--- config.mk ---
export PLATFORM = sky130hd
export DESIGN_NAME = vdrd_decoder
export DESIGN_NICKNAME = d
export VERILOG_FILES = /design/src/shared/vdrd_pkg.sv /design/src/hdl/vdrd_decoder.sv
export SDC_FILE = /design/constraint.sdc
export NUM_CORES = 1
export LEC_CHECK = 0
export BUFFER_PORTS_ARGS = -buffer_cell sky130_fd_sc_hd__buf_4
export CAP_MARGIN = 5
export CORE_UTILIZATION = 54
export DETAILED_ROUTE_END_ITERATION = 12
export PLACE_DENSITY = 0.9
export SLEW_MARGIN = 20
export SYNTH_ARGS = -nofsm -noshare
export SYNTH_HDL_FRONTEND = slang
export SYNTH_SLANG_ARGS = --single-unit
--- constraint.sdc ---
create_clock -name sys_clk -period 3.05 [get_ports sys_clk]
set_clock_uncertainty 0.05 [all_clocks]
set_input_delay 0.61 -clock sys_clk [delete_from_list [all_inputs] [get_ports sys_clk]]
set_output_delay 0.61 -clock sys_clk [all_outputs]
set_load 0.1 [all_outputs]
--- src/shared/vdrd_pkg.sv ---
/*
  Constants and carrier types for the blanking-interval data request decoder.
  Assumes a 250 MHz system clock and an upstream front end that supplies line
  numbers, sliced data bits and decoded video samples.
*/
package vdrd_pkg;
  // Clock period in nanoseconds.
  localparam int CLK_NS = 4;
  // Register index of the request register on the write port.
  localparam logic [3:0] REG_IDX_REQUEST = 4'h0;
  // Reset values of request bits and completion flags.
  localparam logic [4:0] REQ_RESET = 5'h00;
  localparam logic [4:0] DONE_RESET = 5'h1F;
  localparam logic [7:0] BYTE_ZERO = 8'h00;
  // Lines that carry each kind of data.
  localparam logic [9:0] LN_CAPTION = 10'd21;
  localparam logic [9:0] LN_EXTENDED = 10'd284;
  localparam logic [9:0] LN_COPY_F1 = 10'd20;
  localparam logic [9:0] LN_COPY_F2_525 = 10'd283;
  localparam logic [9:0] LN_COPY_F2_625 = 10'd333;
  localparam logic [9:0] LN_WIDE = 10'd23;
  localparam logic [9:0] LN_ASPECT_F1 = 10'd16;
  localparam logic [9:0] LN_ASPECT_F2 = 10'd279;
  // Number of sliced bits that make one complete word.
  localparam logic [4:0] NB_CAPTION = 5'd16;
  localparam logic [4:0] NB_COPY = 5'd14;
  localparam logic [4:0] NB_WIDE = 5'd14;
  // Blanking line bounds for the 625-line system.
  localparam logic [9:0] LN_625_F1_OPEN = 10'd6;
  localparam logic [9:0] LN_625_F2_START = 10'd311;
  localparam logic [9:0] LN_625_F2_OPEN = 10'd318;
  localparam logic [9:0] LN_625_TAIL = 10'd624;
  localparam logic [9:0] BLANK_F1_BACKOFF = 10'd2;
  // Blanking output codes.
  localparam logic [7:0] Y_BLACK = 8'h10;
  localparam logic [7:0] C_NEUTRAL = 8'h80;
  // Aspect pulse timing, from the sync edge.
  localparam int ASP_RISE_NS = 12500;
  localparam int ASP_TOL_NS = 3200;
  localparam logic [11:0] ASP_MIN_CYC = 12'((ASP_RISE_NS - ASP_TOL_NS + CLK_NS - 1) / CLK_NS);
  localparam logic [11:0] ASP_MAX_CYC = 12'((ASP_RISE_NS + ASP_TOL_NS) / CLK_NS);
  // Aspect pulse amplitude window in IRE, mapped onto luma codes.
  localparam int ASP_LVL_IRE = 70;
  localparam int ASP_TOL_IRE = 25;
  localparam int CODE_PER_100_IRE = 219;
  localparam logic [7:0] ASP_LO_CODE =
    8'(16 + (ASP_LVL_IRE - ASP_TOL_IRE) * CODE_PER_100_IRE / 100);
  localparam logic [7:0] ASP_HI_CODE =
    8'(16 + (ASP_LVL_IRE + ASP_TOL_IRE) * CODE_PER_100_IRE / 100);

  // One video sample: luma and multiplexed chroma.
  typedef struct packed {
    logic [7:0] y;
    logic [7:0] c;
  } vdrd_pix_t;

  // One bit per data kind, in request register order (bit 4 down to bit 0).
  typedef struct packed {
    logic wide;
    logic copy;
    logic extended;
    logic caption;
    logic aspect;
  } vdrd_req_t;
endpackage

--- src/hdl/vdrd_decoder.sv ---
/*
  Blanking-interval data request decoder: host requests, line capture of
  sliced bits, aspect pulse detection, data registers and 625-line blanking
  output codes.
  Assumes line_start pulses once per line at the sync 50 percent edge with
  line_number valid, and that sliced bits arrive in transmission order.
*/
`timescale 1ns/1ps
// Function
// - Caption request waits, decodes, sets done.
// - Caption done is one after reset, cleared by request.
// - Caption word held, low byte first.
// - Extended request waits, decodes, sets done.
// - Extended done one after reset, cleared by request.
// - Extended word held, low byte first.
// - Copy request waits, decodes, sets done.
// - Copy done one after reset, cleared by request.
// - Copy word split across two registers reversed.
// - Wide request waits, sets done, clears on request.
// - Wide bits 0-7 low, 8-13 high.
// - Aspect request detects pulse, stores bit seven.
// - Aspect bit zero normal, one wide, held.
// - Aspect pulse level 70 plus minus 25 IRE.
// - Aspect rising edge 12.5 plus minus 3.2 us.
// - Caption taken from line 21.
// - Extended data taken from line 284.
// - Copy data lines 20 and 283 or 333.
// - Wide signalling only 625-line, line 23.
// - 625 blanking outputs black or passed luma.
// - Aspect request on 625 component is ignored.
module vdrd_decoder (
  input wire logic sys_clk,
  input wire logic reset_n,
  input wire logic clk_en,
  input wire logic reg_wr_en,
  input wire logic [3:0] reg_addr,
  input wire logic [7:0] reg_wdata,
  input wire logic line_start,
  input wire logic [9:0] line_number,
  input wire logic system_625,
  input wire logic component_input,
  input wire logic slice_bit_valid,
  input wire logic slice_bit,
  input wire vdrd_pkg::vdrd_pix_t video_in,
  input wire logic protect_state_hi,
  input wire logic protect_state_lo,
  input wire logic vbi_passthrough_sel,
  input wire logic [4:0] blanking_length,
  output logic [7:0] vbi_request,
  output logic [7:0] decode_status_two,
  output logic [7:0] caption_low_byte,
  output logic [7:0] caption_high_byte,
  output logic [7:0] extended_low_byte,
  output logic [7:0] extended_high_byte,
  output logic [7:0] copy_gen_upper,
  output logic [7:0] copy_gen_lower,
  output logic [7:0] widescreen_low,
  output logic [7:0] widescreen_high_aspect,
  output vdrd_pkg::vdrd_pix_t video_out
);

  // Reverses the order of six bits; copy-generation bits land MSB-first.
  function automatic logic [5:0] rev6(input logic [5:0] v);
    rev6 = {v[0], v[1], v[2], v[3], v[4], v[5]};
  endfunction

  // Reverses the order of eight bits.
  function automatic logic [7:0] rev8(input logic [7:0] v);
    rev8 = {v[0], v[1], v[2], v[3], v[4], v[5], v[6], v[7]};
  endfunction

  vdrd_pkg::vdrd_req_t req;
  vdrd_pkg::vdrd_req_t done;
  vdrd_pkg::vdrd_req_t wr_one;
  vdrd_pkg::vdrd_req_t set_done;
  logic [9:0] cur_line;
  logic [15:0] cap_bits;
  logic [4:0] bit_cnt;
  logic [11:0] pos_cnt;
  logic prev_band;
  logic pulse_seen;
  logic aspect_bit;
  logic [9:0] next_cur_line;

  // All events are gated by the clock enable so a frozen block sees nothing.
  wire req_write = clk_en & reg_wr_en & (reg_addr == vdrd_pkg::REG_IDX_REQUEST);
  wire line_go = clk_en & line_start;
  wire bit_go = clk_en & slice_bit_valid & (bit_cnt < vdrd_pkg::NB_CAPTION);
  assign wr_one = req_write ? vdrd_pkg::vdrd_req_t'(reg_wdata[4:0]) : vdrd_pkg::REQ_RESET;

  // Line matching for each data kind, evaluated on the line that just ended.
  // caption line match
  wire on_caption = !system_625 && (cur_line == vdrd_pkg::LN_CAPTION);
  wire on_extended = !system_625 && (cur_line == vdrd_pkg::LN_EXTENDED);
  wire on_copy = (cur_line == vdrd_pkg::LN_COPY_F1) ||
                 (!system_625 && cur_line == vdrd_pkg::LN_COPY_F2_525) ||
                 (system_625 && cur_line == vdrd_pkg::LN_COPY_F2_625);
  wire on_wide = system_625 && (cur_line == vdrd_pkg::LN_WIDE);
  wire on_aspect = (cur_line == vdrd_pkg::LN_ASPECT_F1) ||
                   (cur_line == vdrd_pkg::LN_ASPECT_F2);
  // 625 component input never decodes aspect
  wire aspect_blocked = system_625 && component_input;

  // Each decode but aspect completes at the end of its line when the bit count, which stops at 16, equals its word's bit count.
  // caption completion
  assign set_done.caption = line_go && req.caption && on_caption &&
                            (bit_cnt == vdrd_pkg::NB_CAPTION);
  assign set_done.extended = line_go && req.extended && on_extended &&
                             (bit_cnt == vdrd_pkg::NB_CAPTION);
  assign set_done.copy = line_go && req.copy && on_copy && (bit_cnt == vdrd_pkg::NB_COPY);
  assign set_done.wide = line_go && req.wide && on_wide && (bit_cnt == vdrd_pkg::NB_WIDE);
  // aspect completion at end of line 16 or 279
  assign set_done.aspect = line_go && req.aspect && on_aspect && !aspect_blocked;

  // Aspect pulse detection: amplitude band and rising edge timing window.
  // amplitude band check
  wire in_band = (video_in.y >= vdrd_pkg::ASP_LO_CODE) && (video_in.y <= vdrd_pkg::ASP_HI_CODE);
  wire in_window = (pos_cnt >= vdrd_pkg::ASP_MIN_CYC) && (pos_cnt <= vdrd_pkg::ASP_MAX_CYC);
  wire rise_hit = clk_en && in_band && !prev_band && in_window;
  wire pos_max = (pos_cnt == 12'hFFF);

  // 625-line blanking region decode, resolved to whole lines.
  wire [9:0] bl_line = {5'h00, blanking_length};
  wire fixed_black = (line_number < vdrd_pkg::LN_625_F1_OPEN) ||
                     (line_number >= vdrd_pkg::LN_625_TAIL) ||
                     ((line_number >= vdrd_pkg::LN_625_F2_START) &&
                      (line_number < vdrd_pkg::LN_625_F2_OPEN));
  wire open_blank = ((line_number >= vdrd_pkg::LN_625_F1_OPEN) &&
                     (line_number + vdrd_pkg::BLANK_F1_BACKOFF <= bl_line)) ||
                    ((line_number >= vdrd_pkg::LN_625_F2_OPEN) &&
                     (line_number < vdrd_pkg::LN_625_F2_START + bl_line));
  wire force_black = system_625 && (fixed_black || (open_blank && !vbi_passthrough_sel));
  wire pass_luma = system_625 && !fixed_black && open_blank && vbi_passthrough_sel;
  assign next_cur_line = line_go ? line_number : cur_line;

  // Request bits: ones written set them, completion clears them.
  // auto clear on completion
  always_ff @(posedge sys_clk or negedge reset_n) begin
    if (!reset_n) begin
      req <= vdrd_pkg::REQ_RESET;
    end else begin
      req <= (req & ~set_done) | wr_one;
    end
  end

  // Completion flags: set wins over the clear caused by a new request.
  // done cleared by request write
  always_ff @(posedge sys_clk or negedge reset_n) begin
    if (!reset_n) begin
      done <= vdrd_pkg::DONE_RESET;
    end else begin
      done <= set_done | (done & ~wr_one);
    end
  end

  // Line tracking and serial bit capture; bit k lands in cap_bits[k].
  always_ff @(posedge sys_clk or negedge reset_n) begin
    if (!reset_n) begin
      cur_line <= 10'h000;
      cap_bits <= 16'h0000;
      bit_cnt <= 5'h00;
    end else if (line_go) begin
      cur_line <= next_cur_line;
      bit_cnt <= 5'h00;
    end else if (bit_go) begin
      cap_bits[bit_cnt[3:0]] <= slice_bit;
      bit_cnt <= bit_cnt + 5'h01;
    end
  end

  // Position counter from the sync edge; saturates so long lines cannot wrap.
  always_ff @(posedge sys_clk or negedge reset_n) begin
    if (!reset_n) begin
      pos_cnt <= 12'h000;
      prev_band <= 1'b0;
      pulse_seen <= 1'b0;
    end else if (clk_en) begin
      pos_cnt <= line_start ? 12'h000 : (pos_max ? pos_cnt : pos_cnt + 12'h001);
      prev_band <= in_band;
      pulse_seen <= line_start ? 1'b0 : (pulse_seen | rise_hit);
    end
  end

  // Data registers: written only on completion, otherwise held.
  // caption word low byte first
  always_ff @(posedge sys_clk or negedge reset_n) begin
    if (!reset_n) begin
      caption_low_byte <= vdrd_pkg::BYTE_ZERO;
      caption_high_byte <= vdrd_pkg::BYTE_ZERO;
    end else if (set_done.caption) begin
      caption_low_byte <= cap_bits[7:0];
      caption_high_byte <= cap_bits[15:8];
    end
  end

  always_ff @(posedge sys_clk or negedge reset_n) begin
    if (!reset_n) begin
      extended_low_byte <= vdrd_pkg::BYTE_ZERO;
      extended_high_byte <= vdrd_pkg::BYTE_ZERO;
    end else if (set_done.extended) begin
      extended_low_byte <= cap_bits[7:0];
      extended_high_byte <= cap_bits[15:8];
    end
  end

  // Copy word bit n arrives as cap_bits[n-1]; the earliest bit sits highest.
  // copy word bit placement
  always_ff @(posedge sys_clk or negedge reset_n) begin
    if (!reset_n) begin
      copy_gen_upper <= vdrd_pkg::BYTE_ZERO;
      copy_gen_lower <= vdrd_pkg::BYTE_ZERO;
    end else if (set_done.copy) begin
      copy_gen_upper <= rev8(cap_bits[13:6]);
      copy_gen_lower <= {2'b00, rev6(cap_bits[5:0])};
    end
  end

  // Wide signalling and aspect share the high register; each updates its own bits.
  // wide bit placement
  // aspect bit held until next decode
  always_ff @(posedge sys_clk or negedge reset_n) begin
    if (!reset_n) begin
      widescreen_low <= vdrd_pkg::BYTE_ZERO;
      widescreen_high_aspect <= vdrd_pkg::BYTE_ZERO;
      aspect_bit <= 1'b0;
    end else begin
      if (set_done.wide) begin
        widescreen_low <= cap_bits[7:0];
      end
      if (set_done.aspect) begin
        aspect_bit <= pulse_seen;
      end
      widescreen_high_aspect <= {set_done.aspect ? pulse_seen : aspect_bit, 1'b0,
        set_done.wide ? cap_bits[13:8] : widescreen_high_aspect[5:0]};
    end
  end

  // Register images of request and status; request upper bits read as zero, status bits 7 and 6 carry the protect states.
  always_ff @(posedge sys_clk or negedge reset_n) begin
    if (!reset_n) begin
      vbi_request <= vdrd_pkg::BYTE_ZERO;
      decode_status_two <= {3'b000, vdrd_pkg::DONE_RESET};
    end else if (clk_en) begin
      vbi_request <= {3'b000, (req & ~set_done) | wr_one};
      decode_status_two <= {protect_state_hi, protect_state_lo, 1'b0,
                            set_done | (done & ~wr_one)};
    end
  end

  // Video output: blanking codes in the 625 interval, else the decoded sample.
  // blanking output codes
  always_ff @(posedge sys_clk or negedge reset_n) begin
    if (!reset_n) begin
      video_out <= '{y: vdrd_pkg::Y_BLACK, c: vdrd_pkg::C_NEUTRAL};
    end else if (clk_en) begin
      video_out.y <= force_black ? vdrd_pkg::Y_BLACK : video_in.y;
      video_out.c <= (force_black || pass_luma) ? vdrd_pkg::C_NEUTRAL : video_in.c;
    end
  end
endmodule // vdrd_decoder

==> results of run 1 <==
flip-flops by register name, summed over array words and instances (netlist names), 6 cells and up:
register / flops
decode_status_two: 7
extended_low_byte: 8
copy_gen_upper: 8
copy_gen_lower: 6
pos_cnt: 12
caption_low_byte: 8
cap_bits: 16
caption_high_byte: 8
widescreen_low: 8
cur_line: 10
widescreen_high_aspect: 7
video_out: 16
extended_high_byte: 8
worst max-delay path: stages, from the launching register on:
cell	delay, ps
dfrtp_1	380
or3_4	410
or4_4	510
or4_2	980
mux2_2	390
per-layer routing:
metal  global-route usage  routed length [microns]  up-vias
met4              0.09912                      242        0
met5                    0                        0        -
met3              0.07820                     1118       28
met1               0.3066                     6126     2520
li1                     -                        -     2267
met2               0.4687                     8355      198
worst max path at each step:
stage | end | slack, ps | cells after the start
detailed placement | video_out[6] | 160 | 9
floorplan | copy_gen_lower[0] | 250 | 6
global placement | video_out[5] | 200 | 9
global route | widescreen_low[0] | 150 | 4
CTS | widescreen_low[0] | 190 | 4
finish | widescreen_low[0] | 200 | 4
Yosys cell counts (all sizes together), types with 2 or more instances:
cell / count
a211oi: 4
nand3b: 3
nor3: 10
o211ai: 3
nor2: 32
o21a: 2
a22o: 8
xnor2: 9
ha: 21
nand4b: 3
a21o: 3
and2: 2
o2bb2ai: 7
nor4b: 3
o31ai: 3
nand3: 11
o21ai: 12
a2111oi: 2
nand2b: 5
inv: 26
xor2: 8
o41a: 2
nand4: 3
or4: 3
and3: 4
nand2: 77
nor2b: 3
nor3b: 2
mux2: 86
dfstp: 12
dfrtp: 132
a31oi: 5
a21oi: 11
buf: 16
clkbuf: 15
or3: 4
nor4: 5
per-stage QoR:
step	worst slack, ps	total power [mW]	cells	hold slack (ps)	instance area [sq um]
finish	199.7	5.179	874	46.92	8508
global route	152.7	5.344	874	66.89	8508
CTS	190.9	5.203	874	47.07	8508
detailed placement	159.4	2.915	842	433.5	7850
global placement	201.6	2.883	842	413.4	7850
floorplan	247.5	2.670	578	264.4	6679
cell type report:
class | count | area [sq um]
Clock buffer | 23 | 478.0
Clock inverter | 9 | 180.2
Fill cell | 817 | 3503
Inverter | 26 | 97.59
Multi-Input combinational cell | 377 | 2798
Sequential cell | 144 | 3618
Tap cell | 147 | 183.9
Timing Repair Buffer | 148 | 1152
report_power, final:
part | total [mW] | switching [mW] | leakage (nW) | internal (mW)
Sequential | 2.09 | 0.0799 | 1.88 | 2.01
Clock | 2.29 | 0.773 | 0.318 | 1.52
Combinational | 0.796 | 0.575 | 2.04 | 0.221
logic make-up after synthesis:
family	count (synthesis)	share of synthesized area
xor gates and xnor gates	17	0.02237
buffers and inverters	57	0.03985
and+or+nand+nor	172	0.1239
AOI/OAI and AO/OA	73	0.08327
other	1	0.0005634
DFF	144	0.5436
adders and majority gates	21	0.03947
muxes	87	0.1470
==> results.py, run 1 <==
metrics = {
    "synthesis": {
        "netlist_area_sq_um": 6656,
        "yosysWarningCount": 0,
        "ys.flop_type": "dfrtp_1",
        "synth_area_leaders": "dfrtp_1, mux2_2, dfstp_2",
        "netlist.area_leader.share": 0.4962,
        "synth_area_per_cell_sq_um": 11.64,
        "yosysSeqAreaShare": 0.5436,
        "synth-edff-count": 0,
        "async_flop_share": 1.000,
        "synth_cell_types": 62,
        "syn_inst": 572,
        "ys_ff_latch": 144,
        "synth_largest_area_cell": "dfrtp_1",
    },
    "die": {
        "die_area_sq_um": 12770,
        "core_area_sq_um": 12010,
        "die-height_microns": 113.0,
        "ios": 151,
        "row_count": 40,
        "initial_utilization": 0.5542,
        "die_x_microns": 113.0,
    },
    "routing": {
        "drt_iter0_drc": 415,
        "routedWlPerCell_microns": 18.13,
        "num_vias": 5013,
        "drcViolationCount": 0,
        "routed_wl_microns": 15840,
        "firstDrtPassIters": 5,
        "ant_nets": 0,
        "viasPerCell": 5.736,
    },
    "setup_path": {
        "crit_fanout": 17,
        "r2r_slack_ps": 200,
        "worstSetupPathType": "reg2reg",
        "arrival_ps": 3100,
        "cp-end-kind": "register",
        "r2r_cells": 4,
        "worstReg2RegEnd": "widescreen_low[0]",
        "timing.rr.start": "cur_line[5]",
        "startpoint": "cur_line[5]",
        "startpoint_type": "register",
        "cp.required_ps": 3300,
    },
    "sta": {
        "tightest_slew_ps": 762.4,
        "post-route-period-util": 0.9345,
        "finalSetupViolations": 0,
        "finalMaxSlewViolations": 0,
        "rsz0062_at_grt": "no",
        "slew_headroom": 0.4917,
        "finalHoldViolCount": 0,
        "post-route-min-period_ps": 2850,
        "fmax_mhz": 350.8,
        "fin_setup_tns_ps": 0,
    },
    "pwr": {
        "peakVddDrop_mv": 0.5731,
        "p_leak_nw": 4.237,
        "powerDensity_nw_per_um2": 608.7,
    },
    "clock_tree": {
        "cts_root_buffer": "clkbuf_16",
        "hold_buffers": 0,
        "clk_pin_slew_ps": 60,
        "cts_sinks": 144,
        "cts_repair_resize_count": 0,
        "cts.htree.levels": 4,
        "cts_tree": "yes",
        "clockBufferDepth": 2,
        "numCtsBuffers": 17,
        "clock_latency_ps": 410,
        "cts_setup_buffers": 0,
    },
    "status": {
        "outcome": "finished clean",
    },
    "grt": {
        "grt.overflow.total": 0,
        "first_global_vias": 5243,
        "grt_pass1_wl_microns": 26100,
        "grt_max_degree": 104,
        "antenna_found_initial": 0,
        "grtUsageTotal": 0.2658,
    },
    "layout": {
        "antenna_cells": 0,
        "final_util": 0.7083,
        "final_common_cell": "buf_4",
        "area_growth_pct": 27.82,
        "final_net_count": 790,
        "mostFrequentLayoutCells": "buf_4, dfrtp_1, mux2_2",
        "drive_gt1_frac": 0.3948,
    },
    "flow_run": {
        "max_cap_viol_count": 0,
    },
    "placed_design": {
        "gp_congestion": 0.8716,
        "portBuffers": 140,
        "dp_hpwl_microns": 10910,
    },
    "worst_hold_path": {
        "hold_class": "in2async",
    },
}
Note: power is estimated with default switching activity, not from simulation.
==> inputs of run 2 (changes only) <==
--- a/config.mk
+++ b/config.mk
@@ -7,6 +7,7 @@
 export LEC_CHECK = 0
 export BUFFER_PORTS_ARGS = -buffer_cell sky130_fd_sc_hd__buf_4
 export CAP_MARGIN = 5
+export CORE_ASPECT_RATIO = 0.75
 export CORE_UTILIZATION = 54
 export DETAILED_ROUTE_END_ITERATION = 12
 export PLACE_DENSITY = 0.9
==> run 2 against run 1 <==
Compared with the run above:
- via count increased by 0.64%
- largest power group is now registers
- core utilization increased by 0.97 points
- non-clock buffer count up 1
==> results.py, run 2 (same netlist as run 1, synthesis figures left out) <==
metrics = {
    "layout": {
        "drive_gt1_frac": 0.3970,
        "mostFrequentLayoutCells": "buf_4, dfrtp_1, mux2_2",
        "antenna_cells": 0,
        "register_area_sq_um": 3618,
        "top_regs": "cap_bits (16), video_out (16), pos_cnt (12)",
        "fill_cells": 774,
        "final_net_count": 791,
        "area_growth_pct": 27.11,
        "final_common_cell": "buf_4",
        "multi_input_area_sq_um": 2798,
        "final_util": 0.7180,
    },
    "placed_design": {
        "gp_congestion": 0.8570,
        "dp_hpwl_microns": 10940,
        "portBuffers": 140,
    },
    "setup_path": {
        "worstReg2RegEnd": "widescreen_low[7]",
        "worstSetupPathType": "reg2reg",
        "timing.rr.start": "cur_line[5]",
        "startpoint_type": "register",
        "critPathSlowestCell": "or4_2",
        "cp-end-kind": "register",
        "r2r_cells": 4,
        "cp_top_family": "simple AND/OR/NAND/NOR gates",
        "arrival_ps": 3100,
        "startpoint": "cur_line[5]",
        "cp.required_ps": 3290,
        "path_cells": "or3_4 -> or4_4 -> or4_2 -> mux2_2",
        "crit_end": "widescreen_low[7]",
        "cp.depth": 4,
        "critPathMaxStageDelay_ps": 980,
        "r2r_slack_ps": 200,
        "cp_num_buf_inv": 0,
        "crit_fanout": 17,
    },
    "pwr": {
        "p_leak_nw": 4.215,
        "design_power_total_mw": 4.978,
        "powerDensity_nw_per_um2": 588.4,
        "peakVddDrop_mv": 0.4763,
    },
    "routing": {
        "drcViolationCount": 0,
        "viasPerCell": 5.669,
        "routed_wl_microns": 15870,
        "firstDrtPassIters": 5,
        "drt_iter0_drc": 323,
        "ant_nets": 0,
        "routedWlPerCell_microns": 17.83,
        "num_vias": 5045,
    },
    "sta": {
        "slew_headroom": 0.4760,
        "rsz0062_at_grt": "no",
        "finalHoldViolCount": 0,
        "tightest_slew_ps": 785.9,
        "post-route-min-period_ps": 2852,
        "fmax_mhz": 350.6,
        "post-route-period-util": 0.9352,
        "finalMaxSlewViolations": 0,
        "fin_setup_tns_ps": 0,
        "finalSetupViolations": 0,
    },
    "die": {
        "die_x_microns": 130.2,
        "row_count": 34,
        "die-height_microns": 98.15,
        "die_area_sq_um": 12780,
        "initial_utilization": 0.5649,
        "ios": 151,
        "core_area_sq_um": 11780,
    },
    "clock_tree": {
        "clock_latency_ps": 410,
        "hold_buffers": 0,
        "clockBufferDepth": 2,
        "cts_sinks": 144,
        "cts_tree": "yes",
        "cts_repair_resize_count": 0,
        "cts.htree.levels": 4,
        "cts_setup_buffers": 0,
        "clk_pin_slew_ps": 60,
        "cts_root_buffer": "clkbuf_16",
        "numCtsBuffers": 17,
    },
    "grt": {
        "grt_pass1_wl_microns": 25940,
        "first_global_vias": 5196,
        "antenna_found_initial": 0,
        "grt_max_degree": 59,
        "grt.overflow.total": 0,
        "grtUsageTotal": 0.2655,
    },
    "flow_run": {
        "max_cap_viol_count": 0,
    },
    "status": {
        "outcome": "finished clean",
    },
    "worst_hold_path": {
        "hold_class": "in2async",
    },
}
run 2: worst min-delay path by stage:
stage / startpoint / to / slack, ps / cells after the start
after floorplan: reset_n / bit_cnt[0] / 260 / 0
after global placement: cur_line[7] / cur_line[7] / 410 / 2
after detailed placement: cur_line[5] / cur_line[5] / 420 / 2
after CTS: reset_n / caption_high_byte[1] / 110 / 1
after global routing: reset_n / extended_high_byte[1] / 140 / 1
final: reset_n / widescreen_low[7] / 110 / 1
run 2: area by class of cell:
class / count / share of cell area
clock inverters: 9 / 0.01287
flip-flops and latches: 144 / 0.4277
inverters: 26 / 0.01154
clock buffers: 23 / 0.05768
multi-input cells: 377 / 0.3307
well taps: 162 / 0.02396
repair buffers: 149 / 0.1356
run 2: report_power, final:
part / switching, mW / total [mW] / leakage (nW) / internal (mW)
combinational: 0.581 / 0.804 / 2.04 / 0.223
clock: 0.785 / 2.08 / 0.293 / 1.29
sequential: 0.0858 / 2.10 / 1.88 / 2.01
total: 1.45 / 4.98 / 4.21 / 3.53
run 2: per-stage QoR:
stage / instance area [sq um] / hold WS [ps] / worst slack (ps) / instances
after floorplan: 6679 / 264.4 / 247.5 / 578
after global placement: 7864 / 411.4 / 150.0 / 858
after detailed placement: 7864 / 424.0 / 119.4 / 858
after CTS: 8461 / 113.9 / 196.0 / 890
after global routing: 8461 / 142.7 / 134.6 / 890
final: 8461 / 112.2 / 197.8 / 890
run 2: layer usage:
metal / share of wire / up-vias / GRT usage
met3: 0.064 / 30 / 0.05425
met2: 0.49 / 220 / 0.4349
met4: 0.016 / 0 / 0.08229
met5: 0 / - / 0
met1: 0.43 / 2520 / 0.3558
li1: - / 2275 / -
